**src/rtl/ucd_pkg.sv**
```systemverilog
// constants for the charger port detection block
package ucd_pkg;
  // register offsets (byte addresses)
  localparam logic [7:0] UCD_OFS_CTRL   = 8'h04;  // bit 4: detection force
  localparam logic [7:0] UCD_OFS_DPLUS  = 8'h07;  // bit 4: d+ source clear
  localparam logic [7:0] UCD_OFS_STATUS = 8'h10;
  localparam logic [7:0] UCD_OFS_MODE   = 8'h14;  // bit 0: host mode
  localparam int UCD_BIT_FORCE = 4;
  localparam int UCD_BIT_CLEAR = 4;
  localparam int UCD_BIT_HOST  = 0;
  // input limit codes
  localparam logic [2:0] UCD_LIM_100  = 3'h0;
  localparam logic [2:0] UCD_LIM_500  = 3'h1;
  localparam logic [2:0] UCD_LIM_1500 = 3'h2;
  localparam logic [2:0] UCD_LIM_2000 = 3'h3;
  localparam logic [2:0] UCD_LIM_EXT  = 3'h4;
  localparam logic [2:0] UCD_LIM_HIZ  = 3'h5;
  localparam logic [2:0] UCD_LIM_ZERO = 3'h6;
  // timer codes
  localparam logic [1:0] UCD_TMR_NONE = 2'h0;
  localparam logic [1:0] UCD_TMR_45M  = 2'h1;
  localparam logic [1:0] UCD_TMR_6H   = 2'h2;
  // voltage floor codes
  localparam logic [1:0] UCD_VFL_436  = 2'h0;
  localparam logic [1:0] UCD_VFL_EXT  = 2'h1;
  localparam logic [1:0] UCD_VFL_NONE = 2'h2;
  // port types
  localparam logic [2:0] UCD_PORT_NONE = 3'h0;
  localparam logic [2:0] UCD_PORT_DCP  = 3'h1;
  localparam logic [2:0] UCD_PORT_CDP  = 3'h2;
  localparam logic [2:0] UCD_PORT_SDP  = 3'h3;
  localparam logic [2:0] UCD_PORT_NSTD = 3'h4;
  localparam logic [2:0] UCD_PORT_ACA  = 3'h5;
  // timing
  localparam int UCD_CLK_MHZ    = 100;
  localparam int UCD_DCD_US     = 900;
  localparam int UCD_DCD_CYCLES = UCD_DCD_US * UCD_CLK_MHZ;
  localparam int UCD_CONN_MS     = 1000;
  localparam int UCD_CONN_CYCLES = UCD_CONN_MS * 1000 * UCD_CLK_MHZ;
  typedef enum logic [5:0] {
    UCD_IDLE = 6'b00_0001,
    UCD_DCD  = 6'b00_0010,
    UCD_PRI  = 6'b00_0100,
    UCD_SEC  = 6'b00_1000,
    UCD_NSTD = 6'b01_0000,
    UCD_CFG  = 6'b10_0000
  } ucd_state_type;
endpackage

```
**src/rtl/ucd_port_detect.sv**
```systemverilog
// charger port detection and input-setting selection
//
// The strobed register port and the address map are this design's own decisions.
`timescale 1ns/10ps
// Contract
// - grounded limit pin turns the external limit into 2A; grounded floor pin gives 4.36V.
// - grounded charge-set pin flags a fault and suspends charging.
// - floating limit pin with external charge setting gives zero charge current.
// - detection runs by itself only in standalone mode.
// - host mode: writing 1 to bit 4 of 0x04 starts detection.
// - host mode never applies the detected input limit.
// - detection runs first; select pins act only after a later change.
// - detection is a six-state machine.
// - contact detect entered on vbus insertion standalone, or on force bit.
// - contact timer expiry goes to non-standard check, else primary.
// - primary picks dcp/cdp check or sdp/non-standard check.
// - non-standard pass goes to configure, otherwise back to primary.
// - after secondary classification go to configure.
// - configure sets limit and timer; dcp gets external limit, 6 hours.
// - cdp or sdp with dead battery: 100 mA and 45 minutes.
// - good battery: cdp 1500mA 6h, sdp hi-z none, non-standard 500mA 6h.
// - accessory adapter on otg port defaults to 500mA.
// - drive d+ voltage during battery wakeup.
// - writing 1 to bit 4 of 0x07 removes d+ voltage.
// - standalone pins: 00 500mA, 01 external, 10 100mA, 11 hi-z.
// - power-good stays high impedance until detection completes.
module ucd_port_detect #(
  parameter int DCD_CYCLES  = ucd_pkg::UCD_DCD_CYCLES,
  parameter int CONN_CYCLES = ucd_pkg::UCD_CONN_CYCLES
) (
  // clock and reset
  input  wire logic        clk,
  input  wire logic        rst_n,
  input  wire logic        clk_en,
  // register port
  input  wire logic [7:0]  reg_addr,
  input  wire logic [7:0]  reg_wdata,
  input  wire logic        reg_wr,
  input  wire logic        reg_rd,
  output logic      [7:0]  reg_rdata,
  // pins and analog comparator results
  input  wire logic        vbus_present,
  input  wire logic        watchdog_expired,
  input  wire logic        data_contact,
  input  wire logic        primary_hit,
  input  wire logic        secondary_hit,
  input  wire logic        nstd_match,
  input  wire logic        aca_otg,
  input  wire logic        battery_good,
  input  wire logic        current_select_pin_a,
  input  wire logic        current_select_pin_b,
  input  wire logic        input_limit_set_pin_gnd,
  input  wire logic        input_limit_set_pin_float,
  input  wire logic        input_voltage_floor_pin_gnd,
  input  wire logic        charge_current_set_pin_gnd,
  input  wire logic        ext_charge_sel,
  // outputs
  output logic      [2:0]  input_limit,
  output logic      [1:0]  charge_timer,
  output logic      [1:0]  voltage_floor,
  output logic             charge_fault,
  output logic             charge_suspend,
  output logic             charge_zero,
  output logic             dplus_src_en,
  output logic             power_good_output,
  output logic             power_good_output_oe_n,
  output logic             conn_deadline
);
  import ucd_pkg::*;

  initial begin
    if (DCD_CYCLES < 2 || CONN_CYCLES < 2) $error("counts too small");
  end

  // two-flop synchronisers for every pin-side input except ext_charge_sel
  localparam int NS = 14;
  logic [NS-1:0] raw, s1_q, s2_q;
  assign raw = {vbus_present, watchdog_expired, data_contact, primary_hit, secondary_hit, nstd_match,
                aca_otg, battery_good, current_select_pin_a, current_select_pin_b, input_limit_set_pin_gnd,
                input_limit_set_pin_float, input_voltage_floor_pin_gnd, charge_current_set_pin_gnd};
  always_ff @(posedge clk) begin
    if (!rst_n) begin
      s1_q <= '0;
      s2_q <= '0;
    end else if (clk_en) begin
      s1_q <= raw;
      s2_q <= s1_q;
    end
  end
  logic vb, wd, dc, ph, sh, nm, ao, bg, ea, eb, lg, lf, fg, cg;
  assign {vb, wd, dc, ph, sh, nm, ao, bg, ea, eb, lg, lf, fg, cg} = s2_q;

  // state
  ucd_state_type st_q, st_d;
  logic [31:0]   cnt_q, cnt_d;
  logic          vb_q, sel_dcp_q, sel_dcp_d;
  logic [2:0]    port_q, port_d;
  logic          done_q, done_d;
  logic          host_q, host_d;
  logic          dp_q, dp_d;
  logic [1:0]    pins_q, pins_d;
  logic          pins_live_q, pins_live_d;
  logic [31:0]   conn_q, conn_d;
  logic          force_pulse, clear_pulse, standalone, start;

  assign force_pulse = clk_en && reg_wr && reg_addr == UCD_OFS_CTRL && reg_wdata[UCD_BIT_FORCE];
  assign clear_pulse = clk_en && reg_wr && reg_addr == UCD_OFS_DPLUS && reg_wdata[UCD_BIT_CLEAR];
  assign standalone  = !host_q && wd;
  assign start       = (standalone && vb && !vb_q) || force_pulse;

  always_comb begin
    st_d        = st_q;
    cnt_d       = cnt_q;
    sel_dcp_d   = sel_dcp_q;
    port_d      = port_q;
    done_d      = done_q;
    host_d      = host_q;
    dp_d        = dp_q;
    pins_d      = pins_q;
    pins_live_d = pins_live_q;
    conn_d      = (conn_q != 32'h0000_0000) ? conn_q - 32'h0000_0001 : conn_q;
    if (reg_wr && reg_addr == UCD_OFS_MODE) begin
      host_d = reg_wdata[UCD_BIT_HOST];
    end
    if (clear_pulse && dp_q) begin
      dp_d   = 1'b0;
      conn_d = CONN_CYCLES[31:0];
    end
    if (done_q && {eb, ea} != pins_q) begin
      pins_live_d = 1'b1;
      pins_d      = {eb, ea};
    end
    unique case (st_q)
      UCD_IDLE: begin
        if (start) begin
          st_d  = UCD_DCD;
          cnt_d = 32'h0000_0000;
          // clear done; it stays low until the new run finishes
          done_d = 1'b0;
        end
      end
      UCD_DCD: begin
        cnt_d = cnt_q + 32'h0000_0001;
        if (dc) begin
          st_d = UCD_PRI;
        end else if (cnt_q >= DCD_CYCLES[31:0] - 32'h0000_0001) begin
          st_d = UCD_NSTD;
        end
      end
      UCD_PRI: begin
        sel_dcp_d = ph;
        st_d      = UCD_SEC;
      end
      UCD_SEC: begin
        if (ao) begin
          port_d = UCD_PORT_ACA;
        end else if (sel_dcp_q) begin
          port_d = sh ? UCD_PORT_DCP : UCD_PORT_CDP;
        end else begin
          port_d = sh ? UCD_PORT_NSTD : UCD_PORT_SDP;
        end
        st_d = UCD_CFG;
      end
      UCD_NSTD: begin
        if (nm) begin
          port_d = UCD_PORT_NSTD;
          st_d   = UCD_CFG;
        end else begin
          st_d = UCD_PRI;
        end
      end
      UCD_CFG: begin
        done_d      = 1'b1;
        pins_d      = {eb, ea};
        pins_live_d = 1'b0;
        st_d        = UCD_IDLE;
        if (!bg && (port_q == UCD_PORT_SDP || port_q == UCD_PORT_CDP)) begin
          dp_d = 1'b1;
        end
      end
      default: begin
        st_d = UCD_IDLE;
      end
    endcase
  end

  always_ff @(posedge clk) begin
    if (!rst_n) begin
      st_q        <= UCD_IDLE;
      cnt_q       <= 32'h0000_0000;
      vb_q        <= 1'b0;
      sel_dcp_q   <= 1'b0;
      port_q      <= UCD_PORT_NONE;
      done_q      <= 1'b0;
      host_q      <= 1'b0;
      dp_q        <= 1'b0;
      pins_q      <= 2'h0;
      pins_live_q <= 1'b0;
      conn_q      <= 32'h0000_0000;
    end else if (clk_en) begin
      st_q        <= st_d;
      cnt_q       <= cnt_d;
      vb_q        <= vb;
      sel_dcp_q   <= sel_dcp_d;
      port_q      <= port_d;
      done_q      <= done_d;
      host_q      <= host_d;
      dp_q        <= dp_d;
      pins_q      <= pins_d;
      pins_live_q <= pins_live_d;
      conn_q      <= conn_d;
    end
  end

  // settings: detection result, then pins once they changed
  logic [2:0] lim_det, lim_sel;
  logic [1:0] tmr_det;
  always_comb begin
    lim_det = UCD_LIM_500;
    tmr_det = UCD_TMR_NONE;
    unique case (port_q)
      UCD_PORT_DCP: begin
        lim_det = UCD_LIM_EXT;
        tmr_det = UCD_TMR_6H;
      end
      UCD_PORT_CDP: begin
        lim_det = bg ? UCD_LIM_1500 : UCD_LIM_100;
        tmr_det = bg ? UCD_TMR_6H : UCD_TMR_45M;
      end
      UCD_PORT_SDP: begin
        lim_det = bg ? UCD_LIM_HIZ : UCD_LIM_100;
        tmr_det = bg ? UCD_TMR_NONE : UCD_TMR_45M;
      end
      UCD_PORT_NSTD: begin
        lim_det = UCD_LIM_500;
        tmr_det = UCD_TMR_6H;
      end
      UCD_PORT_ACA: begin
        lim_det = UCD_LIM_500;
        tmr_det = UCD_TMR_6H;
      end
      default: begin
        lim_det = UCD_LIM_500;
        tmr_det = UCD_TMR_NONE;
      end
    endcase
    lim_sel = lim_det;
    if (host_q || !done_q) begin
      lim_sel = UCD_LIM_500;
    end else if (pins_live_q) begin
      unique case (pins_q)
        2'b00: lim_sel = UCD_LIM_500;
        2'b01: lim_sel = UCD_LIM_EXT;
        2'b10: lim_sel = UCD_LIM_100;
        default: lim_sel = UCD_LIM_HIZ;
      endcase
    end
    if (lim_sel == UCD_LIM_EXT && lg) begin
      lim_sel = UCD_LIM_2000;
    end
  end

  // registered outputs
  always_ff @(posedge clk) begin
    if (!rst_n) begin
      input_limit   <= UCD_LIM_500;
      charge_timer  <= UCD_TMR_NONE;
      voltage_floor <= UCD_VFL_436;
      reg_rdata     <= 8'h00;
    end else if (clk_en) begin
      input_limit   <= lim_sel;
      charge_timer  <= tmr_det;
      if (lim_sel == UCD_LIM_HIZ) begin
        voltage_floor <= UCD_VFL_NONE;
      end else if (lim_sel == UCD_LIM_EXT || lim_sel == UCD_LIM_2000) begin
        voltage_floor <= fg ? UCD_VFL_436 : UCD_VFL_EXT;
      end else begin
        voltage_floor <= UCD_VFL_436;
      end
      reg_rdata <= 8'h00;
      if (reg_rd) begin
        unique case (reg_addr)
          UCD_OFS_STATUS: reg_rdata <= {done_q, dp_q, st_q == UCD_IDLE, 2'b00, port_q};
          UCD_OFS_MODE:   reg_rdata <= {7'h00, host_q};
          default:        reg_rdata <= 8'h00;
        endcase
      end
    end
  end

  assign charge_fault           = cg;
  assign charge_suspend         = cg;
  assign charge_zero            = lf && ext_charge_sel;
  assign dplus_src_en           = dp_q;
  assign power_good_output      = 1'b0;
  assign power_good_output_oe_n = !(done_q && vb);
  assign conn_deadline          = conn_q != 32'h0000_0000;

  property p_dcd_timeout;
    @(posedge clk) disable iff (!rst_n) (clk_en && st_q == UCD_DCD && !dc && cnt_q == DCD_CYCLES - 1)
      |=> st_q == UCD_NSTD;
  endproperty
  a_dcd_timeout: assert property (p_dcd_timeout) else $error("contact timeout not taken");
  property p_force;
    @(posedge clk) disable iff (!rst_n) (force_pulse && st_q == UCD_IDLE) |=> st_q == UCD_DCD;
  endproperty
  a_force: assert property (p_force) else $error("force did not start");
  property p_sec_cfg;
    @(posedge clk) disable iff (!rst_n) (clk_en && st_q == UCD_SEC) |=> st_q == UCD_CFG;
  endproperty
  a_sec_cfg: assert property (p_sec_cfg) else $error("secondary not followed by config");
  property p_nstd_back;
    @(posedge clk) disable iff (!rst_n) (clk_en && st_q == UCD_NSTD && !nm) |=> st_q == UCD_PRI;
  endproperty
  a_nstd_back: assert property (p_nstd_back) else $error("non-standard fail not back");
  property p_pg;
    @(posedge clk) disable iff (!rst_n) !done_q |-> power_good_output_oe_n;
  endproperty
  a_pg: assert property (p_pg) else $error("power good driven early");
  property p_host;
    @(posedge clk) disable iff (!rst_n) (clk_en && host_q) |=> input_limit == UCD_LIM_500;
  endproperty
  a_host: assert property (p_host) else $error("host mode applied detected limit");
  property p_clear;
    @(posedge clk) disable iff (!rst_n) (clear_pulse && dp_q) |=> !dplus_src_en && conn_deadline;
  endproperty
  a_clear: assert property (p_clear) else $error("d+ not cleared");
  property p_zero;
    @(posedge clk) disable iff (!rst_n) charge_zero == (lf && ext_charge_sel);
  endproperty
  a_zero: assert property (p_zero) else $error("zero charge mismatch");
  property p_hold;
    @(posedge clk) disable iff (!rst_n) (clk_en && st_q == UCD_IDLE && !start) |=> port_q == $past(port_q);
  endproperty
  a_hold: assert property (p_hold) else $error("result changed while idle");
  property p_one_hot;
    @(posedge clk) disable iff (!rst_n) $onehot(st_q);
  endproperty
  a_one_hot: assert property (p_one_hot) else $error("state not one-hot");
endmodule

```
**config.mk**
```make
export PLATFORM = sky130hd
export DESIGN_NAME = ucd_port_detect
export DESIGN_NICKNAME = d
export VERILOG_FILES = /design/src/rtl/ucd_pkg.sv /design/src/rtl/ucd_port_detect.sv
export SDC_FILE = /design/constraint.sdc
export NUM_CORES = 1
export LEC_CHECK = 0
export BUFFER_PORTS_ARGS = -buffer_cell sky130_fd_sc_hd__buf_2
export CAP_MARGIN = 25
export CORE_MARGIN = 8
export CORE_UTILIZATION = 40
export CTS_BUF_LIST = sky130_fd_sc_hd__clkbuf_2
export DETAILED_ROUTE_END_ITERATION = 12
export GPL_TIMING_DRIVEN = 0
export PLACE_DENSITY = 0.59
export SETUP_SLACK_MARGIN = 0.5
export SLEW_MARGIN = 20
export SYNTH_ARGS = -nofsm -noshare
export SYNTH_HDL_FRONTEND = slang
export SYNTH_SLANG_ARGS = --single-unit
```
**constraint.sdc**
```tcl
create_clock -name clk -period 2.9 [get_ports clk]
set_input_delay 0.435 -clock clk [delete_from_list [all_inputs] [get_ports clk]]
set_output_delay 0.435 -clock clk [all_outputs]
set_load 0.01 [all_outputs]
```
==> results of run 1 <==
-- synthesized netlist by cell type (4+ instances only) --
cell | number | area, um^2
or4_1 | 22 | 165
ha_1 | 5 | 62.6
and2_1 | 5 | 31.3
and3_1 | 5 | 31.3
buf_4 | 6 | 45.0
nor2b_1 | 9 | 56.3
or3_2 | 4 | 30.0
o31ai_1 | 18 | 135
nor3_1 | 15 | 75.1
and4_1 | 6 | 52.6
nand4_1 | 16 | 100
o21ai_0 | 32 | 160
nand2b_1 | 7 | 43.8
nand2_1 | 39 | 146
o31a_1 | 12 | 105
a31oi_1 | 4 | 25.0
a22oi_1 | 6 | 45.0
nor4_1 | 20 | 125
o211ai_1 | 4 | 30.0
clkbuf_1 | 20 | 75.1
xor2_1 | 4 | 35.0
buf_2 | 4 | 20.0
buf_6 | 4 | 45.0
inv_1 | 14 | 52.6
nor2_1 | 69 | 259
o21a_1 | 8 | 60.1
nand3_1 | 20 | 100
mux2i_1 | 33 | 330
xnor2_1 | 9 | 78.8
dfxtp_1 | 122 | 2440
a2111oi_0 | 5 | 43.8
a21oi_1 | 57 | 285
or3_1 | 24 | 150
-- worst max-delay path, cell delays in order (launching register included) --
cell	delay [ps]
dfxtp_2	370
or4_4	560
or4_4	580
nor2_4	110
inv_1	50
buf_2	130
-- layout make-up --
cell class / instances / area (um^2) / share of cell area [%]
multi-input cells: 517 / 3500 / 47.0
flip-flops and latches: 122 / 2470 / 33.2
repair buffers: 97 / 686 / 9.21
plain buffers: 37 / 246 / 3.31
well taps: 188 / 235 / 3.16
clock inverters: 15 / 166 / 2.23
clock buffers: 17 / 85.1 / 1.14
inverters: 15 / 56.3 / 0.756
-- worst min path at each step --
| stage | startpoint | to | slack, ps |
|---|---|---|---|
| after global placement | cnt_q[31] | cnt_q[31] | 460 |
| final | reg_addr[4] | host_q | 180 |
| after global routing | reg_addr[4] | host_q | 120 |
| after CTS | reg_addr[1] | dplus_src_en | 110 |
| after detailed placement | input_limit[2] | input_limit[2] | 470 |
| after floorplan | conn_q[31] | conn_q[31] | 450 |
-- power by group --
part / internal, uW / switching [uW] / total, uW
combinational: 1550 / 1800 / 3350
clock: 410 / 733 / 1140
sequential: 1930 / 258 / 2190
total: 3890 / 2790 / 6680
-- per-layer routing --
layer / vias up / GRT usage [%]
met3: 22 / 4.99
met2: 187 / 29.1
met1: 2831 / 22.1
met5: - / 0
li1: 2851 / -
met4: 0 / 6.70
-- cell families after synthesis --
kind of cell | Yosys count | synth area share, %
fa+ha+maj | 5 | 1.04
simple gates | 288 | 26.8
buf+inv | 52 | 4.71
flops | 122 | 40.5
compound gates | 175 | 19.5
other cells | 1 | 0.0622
mux | 33 | 5.48
xor+xnor | 13 | 1.89
-- flip-flops by register name, indices dropped and copies added, names as in the netlist --
| signal | cells |
|---|---|
| charge_timer | 2 |
| cnt_q | 32 |
| conn_q | 32 |
| done_q | 1 |
| dplus_src_en | 1 |
| host_q | 1 |
| input_limit | 3 |
| pins_live_q | 1 |
| pins_q | 2 |
| port_q | 3 |
| reg_rdata | 6 |
| s1_q | 14 |
| s2_q | 14 |
| sel_dcp_q | 1 |
| st_q | 6 |
| vb_q | 1 |
| voltage_floor | 2 |
-- timing repair --
action	4_1_cts	5_1_grt
hold buffers	16	0
endpoints found under the setup margin	69	73
endpoints found under the hold margin	19	0
cloned	3	0
resized for setup	38	35
setup buffers	23	8
pin swaps	8	21
-- per-stage QoR --
stage / worst slack, ps / area [um^2]
finish: -36.1 / 7450
global route: -155 / 7450
CTS: -109 / 7290
floorplan: 536 / 6040
detailed placement: -297 / 6510
global placement: -288 / 6510
==> summary.md, run 1 <==
| Metric | Value |
|---|---|
| Setup crit end kind | output port |
| Htree depth | 4 |
| Worst setup path start | conn_q[7] |
| Core area | between 0.01 and 0.015 mm^2 |
| CTS root buf | clkbuf_2 |
| Post-Route WL | 17500 um |
| Slew headroom | 46.1% |
| CP startpoint kind | flop |
| Commonest non-fill, non-tap cells in the layout | dfxtp_1 (111), nor2_1 (68), a21oi_1 (55), buf_2 (50), nand2_1 (39) |
| Power Dens Cells | approximately 900 mW/mm^2 |
| Main synth FF type | dfxtp_1 |
| Share of layout cells above drive strength 1 | around a quarter |
| Via count | between 5000 and 6000 |
| Vias in the first global route | 5690 |
| Mapped Avg Cell Area | just under 9 um^2 |
| Detailed Routing Iterations Pass 1 | 5 |
| Worst Setup EP | conn_deadline |
| Pin count of the biggest net entering global routing | 17 |
| Crit share post-route | 101% |
| Post-Syn Area | 0.00603 mm^2 |
| Met2 WL | between 8000 and 9000 um |
| GP Congestion | roughly 0.9 |
| Antenna viol nets, final | 0 |
| Post-Layout Cell Count | slightly above 1000 |
| Mapped Cells | roughly 690 |
| Failing checks | negative setup slack |
| Min cycle time layout | 2940 ps |
| Number of synthesized flops with an enable pin | 0 |
| Final setup fails | 1 |
| Max_cap viols | 0 |
| Fmax | about 340 MHz |
| Post-DR vias/cell | approximately 6 |
| Final hold vios | 0 |
| Worst Path Required | approximately 2500 ps |
| Peak supply drop | ~0.0006 V |
| Post-route setup TNS | -36.1 ps |
| CTS Buf Count | 17 |
| Initial core utilization | roughly 40% |
| WHS | between 150 and 200 ps |
| Synth cell types | 71 |
| DP HPWL | about 12000 um |
| R2r worst-path depth | 9 |
| Total gr overflow | 0 |
| # fillers | ~1500 |
| Worst clock skew | around 28 ps |
| Metal3 WL | 965 um |
| CTS sink cnt | 122 |
| RSZ-0062 raised after global routing | yes |
| First-pass GRT wire length | between 20000 and 30000 um |
| Yosys reg bits | between 100 and 150 |
| Worst Hold Depth | 4 |
| Pins Over Slew Limit | 0 |
| Initial antenna violation count | 0 |
| Outcome | finished, violations left |
| DRC errors left | 0 |
| Standard-cell rows | 45 |
| Sequential element share of the synthesized area | around 41% |
| Commonest non-fill, non-tap cell in the layout | dfxtp_1 |
| DR WL/cell | 17.4 um |
| Placed cells | 926 |
| Die area | ~0.019 mm^2 |
| Clock Path Buffers | 2 |
| Die height | 139 um |
| NumNets Final | 848 |
| FF-to-FF End | conn_q[8] |
| Worst Path Arrival | ~2500 ps |
| Yosys warns | 0 |
| Maximum fanout along the worst path | 2 |
| Area delta synth->final | 23.6% |
| Worst-Skew Late Latency | 710 ps |
| Ys async rst share | 0% |
| Iter 0 DRT Violations | 344 |
| R2r setup slk | 190 ps |
| PortBufs | between 40 and 50 |
| Critical path type | reg2out |
| Max layer used | met4 |
| Leakage | approximately 0.0028 uW |
| Diode count | 0 |
| I/O pin total | 58 |
| GRT Util Overall | between 10% and 20% |
| Die Width | between 100 and 150 um |
| Fin worst setup slack | -36.1 ps |
| Slew @ Worst Pin | 808 ps |
| Detailed-routing wirelength on met1 | between 8000 and 9000 um |
| Reg2reg start | conn_q[7] |
| Clock slew at reported path FFs | between 200 and 250 ps |
| CTS tree | done |
| Final Util | 49.7% |
| Hold crit path type | in2reg |
| Total power | 6680 uW |
No activity file was read; power rests on OpenSTA's default activity.
==> run 2: changes to the inputs <==
- BUFFER_PORTS_ARGS: -buffer_cell sky130_fd_sc_hd__buf_2 -> -buffer_cell sky130_fd_sc_hd__buf_4
- MAX_ROUTING_LAYER: not set -> met4
==> run 2 against run 1 <==
  * The run still ends with negative setup slack left
  * Critical path type is now reg2reg
  * Sequential power rose by 3%
  * Clock power is essentially flat
  * Register-to-register slack worse by 190 ps
  * Final cell count rose by 0.40%
  * Die area is the same
  * Clock skew decreased by 7.3 ps
  * Routed wire length grew 4.7%
  * Critical path depth grew 7
  * Sequential cell count unchanged
  * Total power up 15%
  * Non-clock buffer count up 4
  * Critical endpoint is now conn_q[19]
  * Sequential share of layout area down 2.1 points
  * Largest cell class unchanged
==> summary.md, run 2 (synthesis gave the netlist of run 1 again) <==
| Metric | Value |
|---|---|
| Power Dens Cells | 965 mW/mm^2 (+7.6%) |
| Via count | 5929 (+0.65%) |
| Slew headroom | 43.6% (-2.5 points) |
| RSZ-0062 raised after global routing | yes |
| Comb pwr share | 55.7% (+5.5 points) |
| NumNets Final | 852 (+0.47%) |
| Post-route setup TNS | -2.45 ps (+33.7 ps) |
| First-pass GRT wire length | 29300 um (+4.4%) |
| Setup crit end kind | flop |
| Psw | 3300 uW (+18%) |
| DR WL/cell | 18.2 um (+4.3%) |
| Slew @ Worst Pin | 846 ps (+37.9 ps) |
| CTS Buf Count | 17 (unchanged) |
| Initial antenna violation count | 0 (unchanged) |
| Multi-input logic area | 0.00379 mm^2 (+8.3%) |
| Core area | 0.0150 mm^2 (unchanged) |
| CP startpoint kind | flop |
| Pin count of the biggest net entering global routing | 17 (unchanged) |
| Seq pwr share | 29.4% (-3.3 points) |
| Area delta synth->final | 32.1% |
| Initial core utilization | 40.2% (unchanged) |
| Clock Path Buffers | 2 (unchanged) |
| FF-to-FF End | conn_q[19] |
| Worst Hold Depth | 4 (unchanged) |
| Critical path type | reg2reg |
| Post-route cell area | 0.00796 mm^2 (+6.9%) |
| Leakage | 0.00289 uW (+4.9%) |
| Reg2reg start | conn_q[5] |
| Share of layout cells above drive strength 1 | 27.7% (+4.3 points) |
| Standard-cell rows | 45 (unchanged) |
| Peak supply drop | 0.000804 V (+32%) |
| I/O pin total | 58 (unchanged) |
| Detailed Routing Iterations Pass 1 | 5 (unchanged) |
| R2r worst-path depth | 12 (+3) |
| Post-DR vias/cell | 5.86 (+0.25%) |
| Worst-Skew Late Latency | 700 ps (about the same) |
| Register Area | 0.00247 mm^2 (+0.10%) |
| Maximum fanout along the worst path | 6 (+4) |
| Antenna viol nets, final | 0 (unchanged) |
| CTS root buf | clkbuf_2 |
| DP HPWL | 12200 um (+1.5%) |
| GP Congestion | 0.888 (-1.4%) |
| Vias in the first global route | 5724 (+0.60%) |
| Post-Route WL | 18400 um (+4.7%) |
| Outcome | finished, violations left |
| CTS sink cnt | 122 (unchanged) |
| PortBufs | 47 (unchanged) |
| Die area | 0.0193 mm^2 (unchanged) |
| Clock slew at reported path FFs | 190 ps (-20 ps) |
| Die height | 139 um (unchanged) |
| Iter 0 DRT Violations | 405 (+18%) |
| Area after DPL | 0.00663 mm^2 (+1.8%) |
| Max_cap viols | 0 (unchanged) |
| Commonest non-fill, non-tap cells in the layout | dfxtp_1 (109), buf_4 (74), nor2_1 (68), a21oi_1 (48), nand2_1 (38) |
| GRT Util Overall | 19.2% (+1.3 points) |
| Crit share post-route | 100% (-1.2 points) |
| Fin worst setup slack | -2.45 ps (+33.7 ps) |
| Clock power frac | 15.0% (-2.1 points) |
| Worst Path Required | 3550 ps (+1080 ps) |
| Min cycle time layout | 2900 ps (-33.7 ps) |
| Final hold vios | 0 (unchanged) |
| Die Width | 139 um (unchanged) |
| Fmax | 345 MHz (+1.2%) |
| Sw frac | 43.0% (+1.2 points) |
| DRC errors left | 0 (unchanged) |
| Failing checks | negative setup slack |
| Final setup fails | 1 (unchanged) |
| Pins Over Slew Limit | 0 (unchanged) |
| Worst clock skew | 20.4 ps (-7.28 ps) |
| Htree depth | 4 (unchanged) |
| Total gr overflow | 0 (unchanged) |
| Pint | 4380 uW (+13%) |
| Worst Path Arrival | 3550 ps (+1050 ps) |
| Hold path start | reg_addr[1] |
| Largest registers | cnt_q x32, conn_q x32 |
| Hold endpoint | dplus_src_en |
| Commonest non-fill, non-tap cell in the layout | dfxtp_1 |
| Diode count | 0 (unchanged) |
| # fillers | 1396 (-4.1%) |
| CTS tree | done |
| Hold crit path type | in2reg |
| R2r setup slk | -2 ps (-190 ps) |
-- run 2: stage by stage --
stage          hold slack (ps)  utilization, %  total power [uW]  setup slack [ps]  std cells
2_1_floorplan              447               -              3990               536        691
3_3_place_gp               458            44.3              4540              -223        926
3_5_place_dp               469            44.3              4630              -293        926
4_1_cts                   84.1            50.6              6860             -57.2       1001
5_1_grt                    120            53.1              8110              -105       1012
6_report                   166            53.1              7680             -2.45       1012
-- run 2: worst max-delay path by stage --
stage | start | end | slack [ps] | depth (start not counted)
detailed placement | clk_en | s2_q[11] | -290 | 7
CTS | conn_q[29] | conn_deadline | -60 | 5
global placement | clk_en | s1_q[0] | -220 | 7
global route | conn_q[1] | conn_deadline | -100 | 7
finish | conn_q[5] | conn_q[19] | -2 | 12
floorplan | conn_q[0] | conn_q[23] | 540 | 9
-- run 2: critical path, stage by stage, from the launching register on --
cell and delay, ps:
dfxtp_2 400, or4_4 550, or4_4 530, buf_6 140
buf_6 100, buf_6 100, buf_6 120, o31ai_4 250
buf_6 210, buf_12 120, buf_16 120, o21ai_0 90
a21oi_1 120
-- run 2: area by class of cell --
cell class,count,area share [%]
Timing Repair Buffer,101,11.3
Inverter,15,0.707
Sequential cell,122,31.1
Buffer,37,3.22
Clock buffer,18,1.13
Tap cell,188,2.96
Multi-Input combinational cell,517,47.6
Clock inverter,14,1.95
-- run 2: power by group through the flow --
stage | combinational [uW] | sequential (uW) | clock [uW]
floorplan | 1870 | 2120 | 0
global placement | 2380 | 2170 | 0
detailed placement | 2450 | 2180 | 0
CTS | 3490 | 2190 | 1170
global route | 4560 | 2290 | 1250
finish | 4280 | 2260 | 1150
-- run 2: timing repair --
item | in CTS | in global routing
hold buffers | 16 | 0
setup buffers | 25 | 10
hold endpoints to repair | 20 | 0
gates cloned | 2 | 1
gates resized for setup | 78 | 61
pin swaps | 13 | 43
setup endpoints to repair | 70 | 78
-- run 2: layer usage --
layer	global-route usage, %	share of wire, %	routed length (um)	up-vias
li1	-	-	-	2854
met1	23.4	46	8520	2887
met2	30.4	48	8800	154
met3	4.27	3.6	654	34
met4	7.86	2.1	394	0
met5	-	0	0	-
